File: config.mk
export PLATFORM = sky130hd
export DESIGN_NAME = llpm_counters
export DESIGN_NICKNAME = d
export VERILOG_FILES = /design/src/llpm_pkg.sv /design/src/llpm_slot_match.sv /design/src/llpm_counters.sv
export SDC_FILE = /design/constraint.sdc
export NUM_CORES = 2
export LEC_CHECK = 0
export BUFFER_PORTS_ARGS = -buffer_cell sky130_fd_sc_hd__buf_2
export CORE_ASPECT_RATIO = 1.2
export CORE_MARGIN = 5
export CORE_UTILIZATION = 55
export DETAILED_ROUTE_END_ITERATION = 8
export PLACE_DENSITY = 0.75
export SYNTH_ARGS = -nofsm -noshare
export SYNTH_HDL_FRONTEND = slang
export SYNTH_HIERARCHICAL = 1
export SYNTH_SLANG_ARGS = --single-unit
File: constraint.sdc
create_clock -name CLK_SYS -period 7.6 [get_ports CLK_SYS]
set_input_delay 0.38 -clock CLK_SYS [delete_from_list [all_inputs] [get_ports CLK_SYS]]
set_output_delay 0.38 -clock CLK_SYS [all_outputs]
set_load 0.02 [all_outputs]
File: src/llpm_pkg.sv
package llpm_pkg;
  // ----------------------------------------------------------------
  // Register map (byte addresses, one 32-bit word each)
  // ----------------------------------------------------------------
  localparam logic [11:0] CTL_BASE = 12'h000;
  localparam logic [11:0] CTL_STRIDE = 12'h010;
  localparam logic [11:0] OFS_CTL_LO = 12'h000;
  localparam logic [11:0] OFS_CTL_HI = 12'h004;
  localparam logic [11:0] OFS_CNT_LO = 12'h008;
  localparam logic [11:0] OFS_CNT_HI = 12'h00c;
  localparam logic [31:0] CTL_LO_RESET = 32'h0000_0000;
  localparam logic [23:0] EXT_RESET = 24'h00_0000;
  // ----------------------------------------------------------------
  // Control field positions
  // ----------------------------------------------------------------
  localparam int EVSEL_LSB = 0;
  localparam int EVSEL_MSB = 7;
  localparam int OPC_LSB = 12;
  localparam int OPC_MSB = 15;
  localparam int EXT_MSB = 55;
  localparam int EXT_LSB = 32;
  // Extension bits, relative to bit 32
  localparam int X_IMPLNULL = 23;
  localparam int X_NONZERO = 22;
  localparam int X_SLOT_MSB = 21;
  localparam int X_SLOT_LSB = 19;
  localparam int X_EN_SRCID = 18;
  localparam int X_SRCID_MSB = 17;
  localparam int X_SRCID_LSB = 14;
  localparam int X_EN_DSTID = 13;
  localparam int X_DSTID_MSB = 11;
  localparam int X_DSTID_LSB = 8;
  localparam int X_ISOCH = 7;
  localparam int X_SGLSLOT = 6;
  localparam int X_DUALSLOT = 5;
  localparam int X_NONDATA = 4;
  localparam int X_DATA = 3;
  localparam int X_REMOTE = 2;
  localparam int X_LOCAL = 1;
  localparam int X_OPC = 0;
  localparam logic [2:0] SLOT_NONE = 3'h0;
  localparam logic [2:0] SLOT_ALL = 3'h7;
  // ----------------------------------------------------------------
  // Event codes
  // ----------------------------------------------------------------
  localparam logic [7:0] EV_CLOCK_TICK = 8'h01;
  localparam logic [7:0] EV_TX_HDR_MATCH = 8'h04;
  localparam logic [7:0] EV_RX_HDR_MATCH = 8'h05;
  localparam logic [7:0] EV_PHY_INIT = 8'h20;
  localparam logic [7:0] EV_SHUTDOWN_CYCLES = 8'h21;
  localparam logic [7:0] EV_SHUTDOWN_ACCEPT = 8'h22;
  localparam logic [7:0] EV_SHUTDOWN_REFUSE = 8'h23;
  localparam logic [7:0] EV_RX_ALLOC = 8'h30;
  localparam logic [7:0] EV_RX_BYPASS = 8'h31;
  localparam logic [7:0] EV_RX_FILL = 8'h32;
  localparam logic [7:0] EV_TX_ALLOC = 8'h40;
  localparam logic [7:0] EV_TX_BYPASS = 8'h41;
  localparam logic [7:0] EV_TX_FILL = 8'h42;
  localparam logic [7:0] EV_CREDIT_PENDING = 8'h44;
  // Physical layer power states
  localparam logic [1:0] PWR_FULL = 2'h0;
  localparam logic [1:0] PWR_IDLE = 2'h1;
  localparam logic [1:0] PWR_HALF = 2'h2;
  localparam logic [1:0] PWR_SHUTDOWN = 2'h3;
  // Increment limits
  localparam logic [8:0] MAX_SLOT_INC = 9'h003;
  localparam logic [8:0] MAX_RX_FILL = 9'h080;
  localparam logic [8:0] MAX_TX_FILL = 9'h020;
  localparam logic [8:0] MAX_CREDIT = 9'h080;
endpackage : llpm_pkg

File: src/llpm_slot_match.sv
`timescale 1ns/1ps
`default_nettype none
// --------------------------------------------------------------------
// Header matcher for one flit slot
// --------------------------------------------------------------------
module llpm_slot_match #(
  parameter int SLOT = 0
) (
  // Configuration
  input wire logic [23:0] ext,
  input wire logic [3:0] opcode_sel,
  input wire logic rx_dir,
  // Header fields
  input wire logic hdr_valid,
  input wire logic [3:0] hdr_opcode,
  input wire logic [3:0] hdr_src_id,
  input wire logic [3:0] hdr_dst_id,
  input wire logic hdr_isoch,
  input wire logic hdr_dual,
  input wire logic hdr_data,
  input wire logic hdr_remote,
  input wire logic hdr_implnull,
  input wire logic hdr_nonzero,
  // Result
  output logic hit
);
  logic [2:0] slots;
  logic slot_on;
  logic ok_id;
  logic ok_kind;
  logic ok_loc;
  logic ok_opc;

  always_comb begin
    slots = ext[llpm_pkg::X_SLOT_MSB:llpm_pkg::X_SLOT_LSB];
    if (slots == llpm_pkg::SLOT_NONE) begin
      slots = llpm_pkg::SLOT_ALL;
    end
    slot_on = slots[SLOT];
    ok_id = !ext[llpm_pkg::X_EN_SRCID] ||
      (hdr_src_id == ext[llpm_pkg::X_SRCID_MSB:llpm_pkg::X_SRCID_LSB]);
    ok_id = ok_id && (!ext[llpm_pkg::X_EN_DSTID] ||
      (hdr_dst_id == ext[llpm_pkg::X_DSTID_MSB:llpm_pkg::X_DSTID_LSB]));
    ok_kind = (!ext[llpm_pkg::X_ISOCH] || hdr_isoch) &&
      (!ext[llpm_pkg::X_SGLSLOT] || !hdr_dual) &&
      (!ext[llpm_pkg::X_DUALSLOT] || hdr_dual);
    ok_kind = ok_kind && (!ext[llpm_pkg::X_NONDATA] || !hdr_data) &&
      (!ext[llpm_pkg::X_DATA] || hdr_data);
    ok_loc = !rx_dir ||
      ((!ext[llpm_pkg::X_REMOTE] || hdr_remote) &&
       (!ext[llpm_pkg::X_LOCAL] || !hdr_remote));
    ok_opc = !ext[llpm_pkg::X_OPC] || (hdr_opcode == opcode_sel);
    // credit qualifiers on third slot only
    if (SLOT == 2 && ext[llpm_pkg::X_OPC]) begin
      ok_opc = ok_opc && (!ext[llpm_pkg::X_IMPLNULL] || hdr_implnull) &&
        (!ext[llpm_pkg::X_NONZERO] || hdr_nonzero);
    end
    hit = hdr_valid && slot_on && ok_id && ok_kind && ok_loc && ok_opc;
  end
endmodule // llpm_slot_match
`default_nettype wire

File: src/llpm_counters.sv
// Added by the designer: the placing of the registers and the APB register port.
`timescale 1ns/1ps
`default_nettype none
module llpm_counters #(
  parameter int NUM_CTR = 4,
  parameter int CTR_W = 48
) (
  // Clock and reset
  input wire logic CLK_SYS,
  input wire logic RST,
  // APB slave
  input wire logic PSEL,
  input wire logic PENABLE,
  input wire logic PWRITE,
  input wire logic [11:0] PADDR,
  input wire logic [31:0] PWDATA,
  output logic [31:0] PRDATA,
  output logic PREADY,
  output logic PSLVERR,
  // Transmit headers, three slots
  input wire logic [2:0] TX_HDR_VALID,
  input wire logic [11:0] TX_HDR_OPCODE,
  input wire logic [11:0] TX_HDR_SRC_ID,
  input wire logic [11:0] TX_HDR_DST_ID,
  input wire logic [2:0] TX_HDR_ISOCH,
  input wire logic [2:0] TX_HDR_DUAL,
  input wire logic [2:0] TX_HDR_DATA,
  input wire logic [2:0] TX_HDR_REMOTE,
  input wire logic [2:0] TX_HDR_IMPLNULL,
  input wire logic [2:0] TX_HDR_NONZERO,
  // Receive headers, three slots
  input wire logic [2:0] RX_HDR_VALID,
  input wire logic [11:0] RX_HDR_OPCODE,
  input wire logic [11:0] RX_HDR_SRC_ID,
  input wire logic [11:0] RX_HDR_DST_ID,
  input wire logic [2:0] RX_HDR_ISOCH,
  input wire logic [2:0] RX_HDR_DUAL,
  input wire logic [2:0] RX_HDR_DATA,
  input wire logic [2:0] RX_HDR_REMOTE,
  input wire logic [2:0] RX_HDR_IMPLNULL,
  input wire logic [2:0] RX_HDR_NONZERO,
  // Power and buffer activity
  input wire logic [1:0] PHY_POWER_STATE,
  input wire logic PHY_POWER_VALID,
  input wire logic SHUTDOWN_ACCEPTED,
  input wire logic SHUTDOWN_REFUSED,
  input wire logic [1:0] RX_ALLOC_COUNT,
  input wire logic [1:0] RX_BYPASS_COUNT,
  input wire logic [7:0] RX_FILL_LEVEL,
  input wire logic TX_ALLOC,
  input wire logic TX_BYPASS,
  input wire logic [5:0] TX_FILL_LEVEL,
  input wire logic [7:0] CREDIT_PENDING
);
  // ----------------------------------------------------------------
  // Control and counter state
  // ----------------------------------------------------------------
  logic [31:0] ctl_lo [NUM_CTR];
  logic [23:0] ctl_ext [NUM_CTR];
  logic [CTR_W-1:0] count [NUM_CTR];
  logic [2:0] tx_hit [NUM_CTR];
  logic [2:0] rx_hit [NUM_CTR];
  logic [8:0] inc [NUM_CTR];
  logic [23:0] eff_ext [NUM_CTR];
  logic [1:0] acc_reg;
  logic [1:0] acc_ctr;
  logic acc_ok;
  logic wr_en;
  logic [31:0] next_rdata;

  // ----------------------------------------------------------------
  // APB decode
  // ----------------------------------------------------------------
  always_comb begin
    acc_reg = PADDR[3:2];
    acc_ctr = PADDR[5:4];
    acc_ok = (PADDR[11:6] == llpm_pkg::CTL_BASE[11:6]) && (PADDR[1:0] == 2'h0) &&
      (32'(acc_ctr) < NUM_CTR);
    wr_en = PSEL && PENABLE && PWRITE && acc_ok;
  end

  always_comb begin
    next_rdata = 32'h0000_0000;
    if (acc_ok) begin
      case ({acc_reg, 2'h0})
        4'(llpm_pkg::OFS_CTL_LO): next_rdata = ctl_lo[acc_ctr];
        4'(llpm_pkg::OFS_CTL_HI): next_rdata = {8'h00, ctl_ext[acc_ctr]};
        4'(llpm_pkg::OFS_CNT_LO): next_rdata = count[acc_ctr][31:0];
        4'(llpm_pkg::OFS_CNT_HI): next_rdata = 32'(count[acc_ctr][CTR_W-1:32]);
        default: next_rdata = 32'h0000_0000;
      endcase
    end
  end

  always_ff @(posedge CLK_SYS) begin
    if (RST) begin
      PREADY <= 1'b0;
      PSLVERR <= 1'b0;
      PRDATA <= 32'h0000_0000;
    end else begin
      PREADY <= PSEL && !PENABLE;
      PSLVERR <= PSEL && !PENABLE && !acc_ok;
      if (PSEL && !PENABLE && !PWRITE) begin
        PRDATA <= next_rdata;
      end
    end
  end

  // ----------------------------------------------------------------
  // Per-counter logic
  // ----------------------------------------------------------------
  for (genvar c = 0; c < NUM_CTR; c++) begin : g_ctr
    logic wr_here;
    logic is_match;
    assign wr_here = wr_en && PREADY && (acc_ctr == 2'(c));

    always_ff @(posedge CLK_SYS) begin
      if (RST) begin
        ctl_lo[c] <= llpm_pkg::CTL_LO_RESET;
        ctl_ext[c] <= llpm_pkg::EXT_RESET;
      end else if (wr_here && acc_reg == llpm_pkg::OFS_CTL_LO[3:2]) begin
        ctl_lo[c] <= PWDATA;
      end else if (wr_here && acc_reg == llpm_pkg::OFS_CTL_HI[3:2]) begin
        ctl_ext[c] <= PWDATA[23:0];
      end
    end

    always_comb begin
      is_match = (ctl_lo[c][llpm_pkg::EVSEL_MSB:llpm_pkg::EVSEL_LSB] ==
        llpm_pkg::EV_TX_HDR_MATCH) ||
        (ctl_lo[c][llpm_pkg::EVSEL_MSB:llpm_pkg::EVSEL_LSB] == llpm_pkg::EV_RX_HDR_MATCH);
      eff_ext[c] = is_match ? ctl_ext[c] : 24'h00_0000;
    end

    for (genvar s = 0; s < 3; s++) begin : g_slot
      llpm_slot_match #(.SLOT(s)) u_tx (
        .ext(eff_ext[c]),
        .opcode_sel(ctl_lo[c][llpm_pkg::OPC_MSB:llpm_pkg::OPC_LSB]),
        .rx_dir(1'b0),
        .hdr_valid(TX_HDR_VALID[s]),
        .hdr_opcode(TX_HDR_OPCODE[4*s +: 4]),
        .hdr_src_id(TX_HDR_SRC_ID[4*s +: 4]),
        .hdr_dst_id(TX_HDR_DST_ID[4*s +: 4]),
        .hdr_isoch(TX_HDR_ISOCH[s]),
        .hdr_dual(TX_HDR_DUAL[s]),
        .hdr_data(TX_HDR_DATA[s]),
        .hdr_remote(TX_HDR_REMOTE[s]),
        .hdr_implnull(TX_HDR_IMPLNULL[s]),
        .hdr_nonzero(TX_HDR_NONZERO[s]),
        .hit(tx_hit[c][s])
      );
      llpm_slot_match #(.SLOT(s)) u_rx (
        .ext(eff_ext[c]),
        .opcode_sel(ctl_lo[c][llpm_pkg::OPC_MSB:llpm_pkg::OPC_LSB]),
        .rx_dir(1'b1),
        .hdr_valid(RX_HDR_VALID[s]),
        .hdr_opcode(RX_HDR_OPCODE[4*s +: 4]),
        .hdr_src_id(RX_HDR_SRC_ID[4*s +: 4]),
        .hdr_dst_id(RX_HDR_DST_ID[4*s +: 4]),
        .hdr_isoch(RX_HDR_ISOCH[s]),
        .hdr_dual(RX_HDR_DUAL[s]),
        .hdr_data(RX_HDR_DATA[s]),
        .hdr_remote(RX_HDR_REMOTE[s]),
        .hdr_implnull(RX_HDR_IMPLNULL[s]),
        .hdr_nonzero(RX_HDR_NONZERO[s]),
        .hit(rx_hit[c][s])
      );
    end

    always_comb begin
      case (ctl_lo[c][llpm_pkg::EVSEL_MSB:llpm_pkg::EVSEL_LSB])
        llpm_pkg::EV_CLOCK_TICK: inc[c] = 9'h001;
        llpm_pkg::EV_TX_HDR_MATCH:
          inc[c] = 9'(tx_hit[c][0]) + 9'(tx_hit[c][1]) + 9'(tx_hit[c][2]);
        llpm_pkg::EV_RX_HDR_MATCH:
          inc[c] = 9'(rx_hit[c][0]) + 9'(rx_hit[c][1]) + 9'(rx_hit[c][2]);
        llpm_pkg::EV_PHY_INIT: inc[c] = 9'(!PHY_POWER_VALID);
        llpm_pkg::EV_SHUTDOWN_CYCLES:
          inc[c] = 9'(PHY_POWER_VALID && PHY_POWER_STATE == llpm_pkg::PWR_SHUTDOWN);
        llpm_pkg::EV_SHUTDOWN_ACCEPT: inc[c] = 9'(SHUTDOWN_ACCEPTED);
        llpm_pkg::EV_SHUTDOWN_REFUSE: inc[c] = 9'(SHUTDOWN_REFUSED);
        llpm_pkg::EV_RX_ALLOC: inc[c] = 9'(RX_ALLOC_COUNT);
        llpm_pkg::EV_RX_BYPASS: inc[c] = 9'(RX_BYPASS_COUNT);
        llpm_pkg::EV_RX_FILL: inc[c] = (9'(RX_FILL_LEVEL) > llpm_pkg::MAX_RX_FILL) ?
          llpm_pkg::MAX_RX_FILL : 9'(RX_FILL_LEVEL);
        llpm_pkg::EV_TX_ALLOC: inc[c] = 9'(TX_ALLOC);
        llpm_pkg::EV_TX_BYPASS: inc[c] = 9'(TX_BYPASS);
        llpm_pkg::EV_TX_FILL: inc[c] = (9'(TX_FILL_LEVEL) > llpm_pkg::MAX_TX_FILL) ?
          llpm_pkg::MAX_TX_FILL : 9'(TX_FILL_LEVEL);
        llpm_pkg::EV_CREDIT_PENDING: inc[c] = (9'(CREDIT_PENDING) > llpm_pkg::MAX_CREDIT) ?
          llpm_pkg::MAX_CREDIT : 9'(CREDIT_PENDING);
        default: inc[c] = 9'h000;
      endcase
    end

    always_ff @(posedge CLK_SYS) begin
      if (RST) begin
        count[c] <= '0;
      end else if (wr_here && acc_reg == llpm_pkg::OFS_CNT_LO[3:2]) begin
        count[c] <= {count[c][CTR_W-1:32], PWDATA};
      end else if (wr_here && acc_reg == llpm_pkg::OFS_CNT_HI[3:2]) begin
        count[c] <= {PWDATA[CTR_W-33:0], count[c][31:0]};
      end else begin
        count[c] <= count[c] + CTR_W'(inc[c]);
      end
    end
  end
endmodule // llpm_counters
`default_nettype wire

==> results of run 1 <==
==> worst max-delay path: stages, from the launching register on <==
cell and delay (ns):
sky130_fd_sc_hd__edfxtp_1 0.50, sky130_fd_sc_hd__nor2_1 0.32, sky130_fd_sc_hd__nand3_1 0.17, sky130_fd_sc_hd__nor3_2 0.57, sky130_fd_sc_hd__buf_4 0.34, sky130_fd_sc_hd__and2_1 0.39, sky130_fd_sc_hd__xor2_1 0.14, sky130_fd_sc_hd__o41ai_1 0.52
sky130_fd_sc_hd__buf_4 0.21, sky130_fd_sc_hd__and4_1 0.23, sky130_fd_sc_hd__fa_1 0.44, sky130_fd_sc_hd__mux2_2 0.39, sky130_fd_sc_hd__nand2_1 0.11, sky130_fd_sc_hd__nand4_1 0.16, sky130_fd_sc_hd__ha_1 0.29, sky130_fd_sc_hd__fa_1 0.44
sky130_fd_sc_hd__a211oi_1 0.24, sky130_fd_sc_hd__o21ai_1 0.35, sky130_fd_sc_hd__o21ai_2 0.29, sky130_fd_sc_hd__buf_4 0.21, sky130_fd_sc_hd__nor3_1 0.08, sky130_fd_sc_hd__xnor2_1 0.16, sky130_fd_sc_hd__o21ai_0 0.09
==> power by group through the flow <==
| stage | registers, mW | clock network [mW] | logic [mW] |
|---|---|---|---|
| global route | 2.75 | 2.43 | 0.585 |
| global placement | 2.80 | 0 | 0.538 |
| floorplan | 2.79 | 0 | 0.284 |
| detailed placement | 2.80 | 0 | 0.545 |
| CTS | 2.75 | 2.32 | 0.549 |
| finish | 2.75 | 2.32 | 0.561 |
==> how the worst max path moves through the flow <==
stage,startpoint,end,depth (start not counted)
after floorplan,ctl_lo[3][7],count[3][34],20
after global placement,ctl_lo[1][4],count[1][28],22
after detailed placement,ctl_lo[1][4],count[1][28],22
after CTS,ctl_lo[1][4],count[1][24],22
after global routing,ctl_lo[1][4],count[1][24],22
final,ctl_lo[1][5],count[1][24],22
==> state kept, by name (all words and copies together) (netlist names) <==
signal	cells
PRDATA	32
PSLVERR	1
PREADY	1
ctl_lo	128
count	192
ctl_ext	96
==> routing by layer <==
layer	up-vias	wire, µm	part of all wire	GRT usage
li1	11700	-	-	-
met2	1662	57700	0.49	0.601
met3	376	10800	0.091	0.0541
met1	13400	42500	0.36	0.446
met4	4	7970	0.067	0.191
met5	-	29	0.00024	0
==> area by class of cell <==
class                   instances  area, µm²
diodes                         12       30.0
clock buffers                  47       1110
clock inverters                32        393
fillers                      4689      22100
inverters                     100        375
multi-input cells            2338      18600
flip-flops and latches        450      13200
well taps                     792        991
repair buffers                303       1760
==> per-stage QoR <==
| step | power (mW) | instance area [µm²] | cells | hold slack, ns |
|---|---|---|---|---|
| finish | 5.63 | 36400 | 4074 | 0.141 |
| global route | 5.76 | 36400 | 4065 | 0.142 |
| CTS | 5.62 | 36400 | 4062 | 0.115 |
| detailed placement | 3.35 | 34900 | 3983 | 0.461 |
| global placement | 3.34 | 34900 | 3983 | 0.459 |
| floorplan | 3.07 | 32700 | 3052 | 0.543 |
==> metrics.csv, run 1 <==
metric;value;unit
net switching fraction of the power;0.254;
Routed Wire Length;119;mm
synthesized area;0.0326;mm²
clock latency on the worst-skew pair;0.60;ns
net count reported at finish;3476;
final slew viol count;0;
Req. time, crit path;7.93;ns
largest net degree at the start of global routing;65;
critical path data arrival time;7.27;ns
post-layout min period;6.94;ns
highest net fanout along the worst path;14;
estimated wirelength of the detail-placed design;90.9;mm
final worst path period share;0.913;
layout overhead on the synthesized area;11.8;%
core area;0.0585;mm²
Finish-stage setup viols;0;
CTS Hold Bufs;0;
Max-Slew Margin vs Limit;0.192;
number of buffers on the longest clock path;3;
Starting Density;0.557;
endpoints failing hold;0;
FF-to-FF setup slack;0.66;ns
Wirelength per Cell;29.2;µm
clock tree from TritonCTS;done;
worst slack, placed;0.966;ns
Min-Delay Startpoint;PSEL;
Net Sw Power;1.43;mW
RSZ-0062 raised after global routing;false;
Via Count;27200;
internal portion of total power;4.20;mW
worst-case vdd ir drop;0.000154;V
synth warn;6;
Top Ports;230;
vertical die dimension;277;µm
aggregate negative setup slack;0;ns
skew final;0.0382;ns
sequential power share;0.488;
post-CTS clock slew at the launch and capture registers of the worst setup and hold paths;0.07;ns
Pre-Repair DR Iteration Count;6;
endpoint of the worst-slack reg-to-reg timing path;count[1][24];
WHS Path Cells;3;
relative contribution of the clock network to total power;0.412;
average cell area after synthesis;10.8;µm²
startpoint kind of the worst setup timing path;flop;
fraction of final layout cells with drive strength greater than 1;0.192;
cells on worst reg2reg path;22;
vias per cell;6.67;
result of the run;completed;
Die Outline Area;0.0642;mm²
leftover overflow at the end of global routing;0;
terminating pin of the worst hold path;PREADY;
class of the tightest hold or removal check;in -> reg;
gate count of the mapped netlist;3030;
element type at the critical path end;flop;
Row Count;97;
fin util;0.622;
leak pwr;14.0;nW
buffer type at the clock tree root;sky130_fd_sc_hd__clkbuf_16;
DRC violations left;0;
count of maximum capacitance violations;0;
post-route ant nets;0;
commonest non-fill, non-tap cell in the layout;sky130_fd_sc_hd__edfxtp_1;
Post-CTS Setup Repair Bufs;0;
Tot GR Track Use;0.358;
final weighted congestion of routability-driven global placement;1.06;
fin worst setup slack;0.659;ns
total power per unit cell area;155;mW/mm²
number of buffers created by CTS;43;
Clock H-tree levels;2;
CTS sink count;450;
total of buffers placed on input and output ports;221;
type of the setup path with the least slack;reg -> reg;
number of antenna violations at the first check in global routing;9;
drt first-iter violations;2951;
DIE WIDTH;232;µm
most frequent cells in the layout;sky130_fd_sc_hd__edfxtp_1 (416), sky130_fd_sc_hd__xor2_1 (335), sky130_fd_sc_hd__and2_1 (311);
Comb pwr share;0.100;
Highest Clock Rate;144;MHz
Resized cells post-CTS;0;
transition time at the pin with the least slew margin;1.21;ns
via count of the first global-routing pass;26800;
startpoint of the worst-slack reg-to-reg timing path;ctl_lo[1][5];
wire length of the first global-routing pass;175;mm
(Power assumes the default switching activity.)
==> run 2: changes to the inputs <==
--- a/config.mk
+++ b/config.mk
@@ -8,9 +8,10 @@
 export BUFFER_PORTS_ARGS = -buffer_cell sky130_fd_sc_hd__buf_2
 export CORE_ASPECT_RATIO = 1.2
 export CORE_MARGIN = 5
-export CORE_UTILIZATION = 55
+export CORE_UTILIZATION = 62
+export CTS_BUF_LIST = sky130_fd_sc_hd__clkbuf_16
 export DETAILED_ROUTE_END_ITERATION = 8
-export PLACE_DENSITY = 0.75
+export PLACE_DENSITY = 0.83
 export SYNTH_ARGS = -nofsm -noshare
 export SYNTH_HDL_FRONTEND = slang
 export SYNTH_HIERARCHICAL = 1
==> run 2 against run 1 <==
Highest routed layer unchanged. Critical path depth is 4 lower. Fmax is 2.4% higher. Combinational power is 0.9% lower. Register-to-register slack better by 0.16 ns. Non-clock buffer count is 3 higher. Count of clock-buffer cells in the layout is 6 lower. Routed wire length is 1.7% higher. Core utilization is 6.8 points higher. Critical endpoint is now count[0][22]. Total power is 4.6% lower. Worst hold slack worse by 0.021 ns. Critical path type unchanged. Die area is 11% lower. Cell area is 0.84% lower.
==> metrics.csv, run 2 (synthesis gave the netlist of run 1 again) <==
metric;value;unit;change
result of the run;completed;;
sum of internal, switching and leakage power;5.37;mW;-4.6%
DP Area;0.0348;mm²;-0.21%
commonest non-fill, non-tap cell in the layout;sky130_fd_sc_hd__edfxtp_1;;
leak pwr;14.0;nW;-0.29%
core area;0.0523;mm²;-11%
class of the tightest hold or removal check;in -> reg;;
Die Outline Area;0.0573;mm²;-11%
number of antenna violations at the first check in global routing;7;;-2
endpoints failing hold;0;;unchanged
Via Count;27500;;+1.3%
startpoint of the worst-slack reg-to-reg timing path;ctl_lo[0][1];;
Clock H-tree levels;2;;unchanged
via count of the first global-routing pass;27100;;+1.0%
startpoint kind of the worst setup timing path;flop;;
Tot GR Track Use;0.413;;+0.0548
vias per cell;6.93;;+3.9%
transition time at the pin with the least slew margin;1.22;ns;+0.0143 ns
clock tree from TritonCTS;done;;
largest net degree at the start of global routing;74;;+14%
DIE WIDTH;219;µm;-5.6%
buffer type at the clock tree root;sky130_fd_sc_hd__clkbuf_16;;
total power per unit cell area;149;mW/mm²;-3.8%
drt first-iter violations;3628;;+23%
vertical die dimension;261;µm;-5.6%
final non-filler cell area;0.0361;mm²;-0.84%
Min-Delay Startpoint;PSEL;;
footprint of the flip-flops and latches;0.0132;mm²;unchanged
worst-case vdd ir drop;0.000158;V;+3.0%
number of cells in the finished layout apart from fillers;3973;;-2.5%
cells on worst reg2reg path;18;;-18%
wire length of the first global-routing pass;176;mm;+0.79%
RSZ-0062 raised after global routing;false;;
net count reported at finish;3477;;+0.029%
register with the highest flop count;count;;
total of buffers placed on input and output ports;221;;unchanged
final worst hold slack;0.120;ns;-0.0214 ns
most frequent cells in the layout;sky130_fd_sc_hd__edfxtp_1 (416), sky130_fd_sc_hd__xor2_1 (335), sky130_fd_sc_hd__and2_1 (311);;
Row Count;92;;-5.2%
FF-to-FF setup slack;0.82;ns;+0.16 ns
total instance count after detailed placement;3899;;-2.1%
clock latency on the worst-skew pair;0.59;ns;about the same
element type at the critical path end;flop;;
terminating pin of the worst hold path;PREADY;;
Slowest Stage Delay on Critical Path;0.93;ns;+0.36 ns
largest registers in the final layout;count (192), ctl_lo (128), ctl_ext (96);;
post-layout min period;6.78;ns;-0.161 ns
Req. time, crit path;7.90;ns;-0.03 ns
layout overhead on the synthesized area;10.8;%;
fin util;0.691;;+0.0684
highest net fanout along the worst path;25;;+11
Starting Density;0.623;;+0.0665
fill count;3783;;-19%
cell chain of the critical path;or3b_2 -> nor3b_2 -> buf_4 -> and2_1 -> xor2_1 -> o41ai_1 -> and4_1 -> fa_1 -> a21oi_1 -> o2111ai_1 -> ha_1 -> fa_1 -> a211oi_1 -> o21a_1 -> a211oi_1 -> nand3_1 -> xor2_1 -> o21ai_0;;
critical path data arrival time;7.08;ns;-0.19 ns
area used by multi-input combinational logic;0.0186;mm²;about the same
fin worst setup slack;0.820;ns;+0.161 ns
final worst path period share;0.892;;-0.0212
aggregate negative setup slack;0;ns;unchanged
fraction of final layout cells with drive strength greater than 1;0.190;;-0.00210
estimated wirelength of the detail-placed design;91.1;mm;+0.25%
Routed Wire Length;121;mm;+1.7%
CTS Hold Bufs;0;;unchanged
skew final;0.0315;ns;-0.00665 ns
Top Ports;230;;unchanged
post-CTS clock slew at the launch and capture registers of the worst setup and hold paths;0.07;ns;about the same
count of maximum capacitance violations;0;;unchanged
post-route ant nets;0;;unchanged
Finish-stage setup viols;0;;unchanged
final weighted congestion of routability-driven global placement;1.04;;-1.5%
type of the setup path with the least slack;reg -> reg;;
Max-Slew Margin vs Limit;0.182;;-0.00953
Pre-Repair DR Iteration Count;7;;+1
Wirelength per Cell;30.5;µm;+4.3%
DRC violations left;0;;unchanged
worst slack, placed;1.01;ns;+0.0439 ns
number of flip-flops in the largest register;192;;unchanged
Resized cells post-CTS;0;;unchanged
number of buffers created by CTS;41;;-4.7%
number of buffers on the longest clock path;3;;unchanged
Highest Clock Rate;147;MHz;+2.4%
CTS sink count;450;;unchanged
final slew viol count;0;;unchanged
cell type of the slowest stage on the worst timing path;sky130_fd_sc_hd__a211oi_1;;
Post-CTS Setup Repair Bufs;0;;unchanged
leftover overflow at the end of global routing;0;;unchanged
endpoint of the worst-slack reg-to-reg timing path;count[0][22];;
WHS Path Cells;3;;unchanged
## run 2: cell types whose count changed in the layout (fill, tap and decap cells not counted), moves of 4 or more
cell / delta
sky130_fd_sc_hd__clkinv_2: +5
sky130_fd_sc_hd__clkinv_4: -4
sky130_fd_sc_hd__inv_1: +7
sky130_fd_sc_hd__diode_2: -8
## run 2: metal layers
layer	vias up	part of all wire	GRT usage	routed length, µm
met1	13400	0.34	0.505	41000
met2	1963	0.47	0.684	57300
li1	11700	-	-	-
met5	-	0.00041	0	50
met3	459	0.11	0.0700	12800
met4	8	0.082	0.256	9950
## run 2: critical path, delay by kind of cell, from the launching register on
kind / cells / cell delay (ns)
compound gates: 7 / 2.62
simple gates: 5 / 1.80
fa+ha+maj: 3 / 0.92
flops: 1 / 0.51
buf+inv: 1 / 0.36
xor+xnor: 2 / 0.29
## run 2: report_power, final
group	leakage, nW	switching, mW	total (mW)	internal (mW)
logic	8.29	0.360	0.556	0.197
registers	5.05	0.0331	2.75	2.72
clock network	0.663	0.967	2.06	1.10
total	14.0	1.36	5.37	4.01
## run 2: final cells by class
type	instances	area share
inverter	100	0.0104
tap	705	0.0244
sequential	450	0.365
clock inverter	29	0.00731
multi-input combinational	2338	0.515
timing repair buffer	306	0.0496
antenna	4	0.000277
clock buffer	41	0.0284
## run 2: worst max path at each step
stage	endpoint	startpoint	depth (start not counted)	slack, ns
floorplan	count[3][34]	ctl_lo[3][7]	20	2.05
detailed placement	count[2][30]	ctl_lo[2][7]	20	1.01
finish	count[0][22]	ctl_lo[0][1]	18	0.82
global route	count[2][30]	ctl_lo[2][1]	20	0.71
global placement	count[2][22]	ctl_lo[2][1]	20	1.08
CTS	count[2][38]	ctl_lo[2][7]	20	0.95
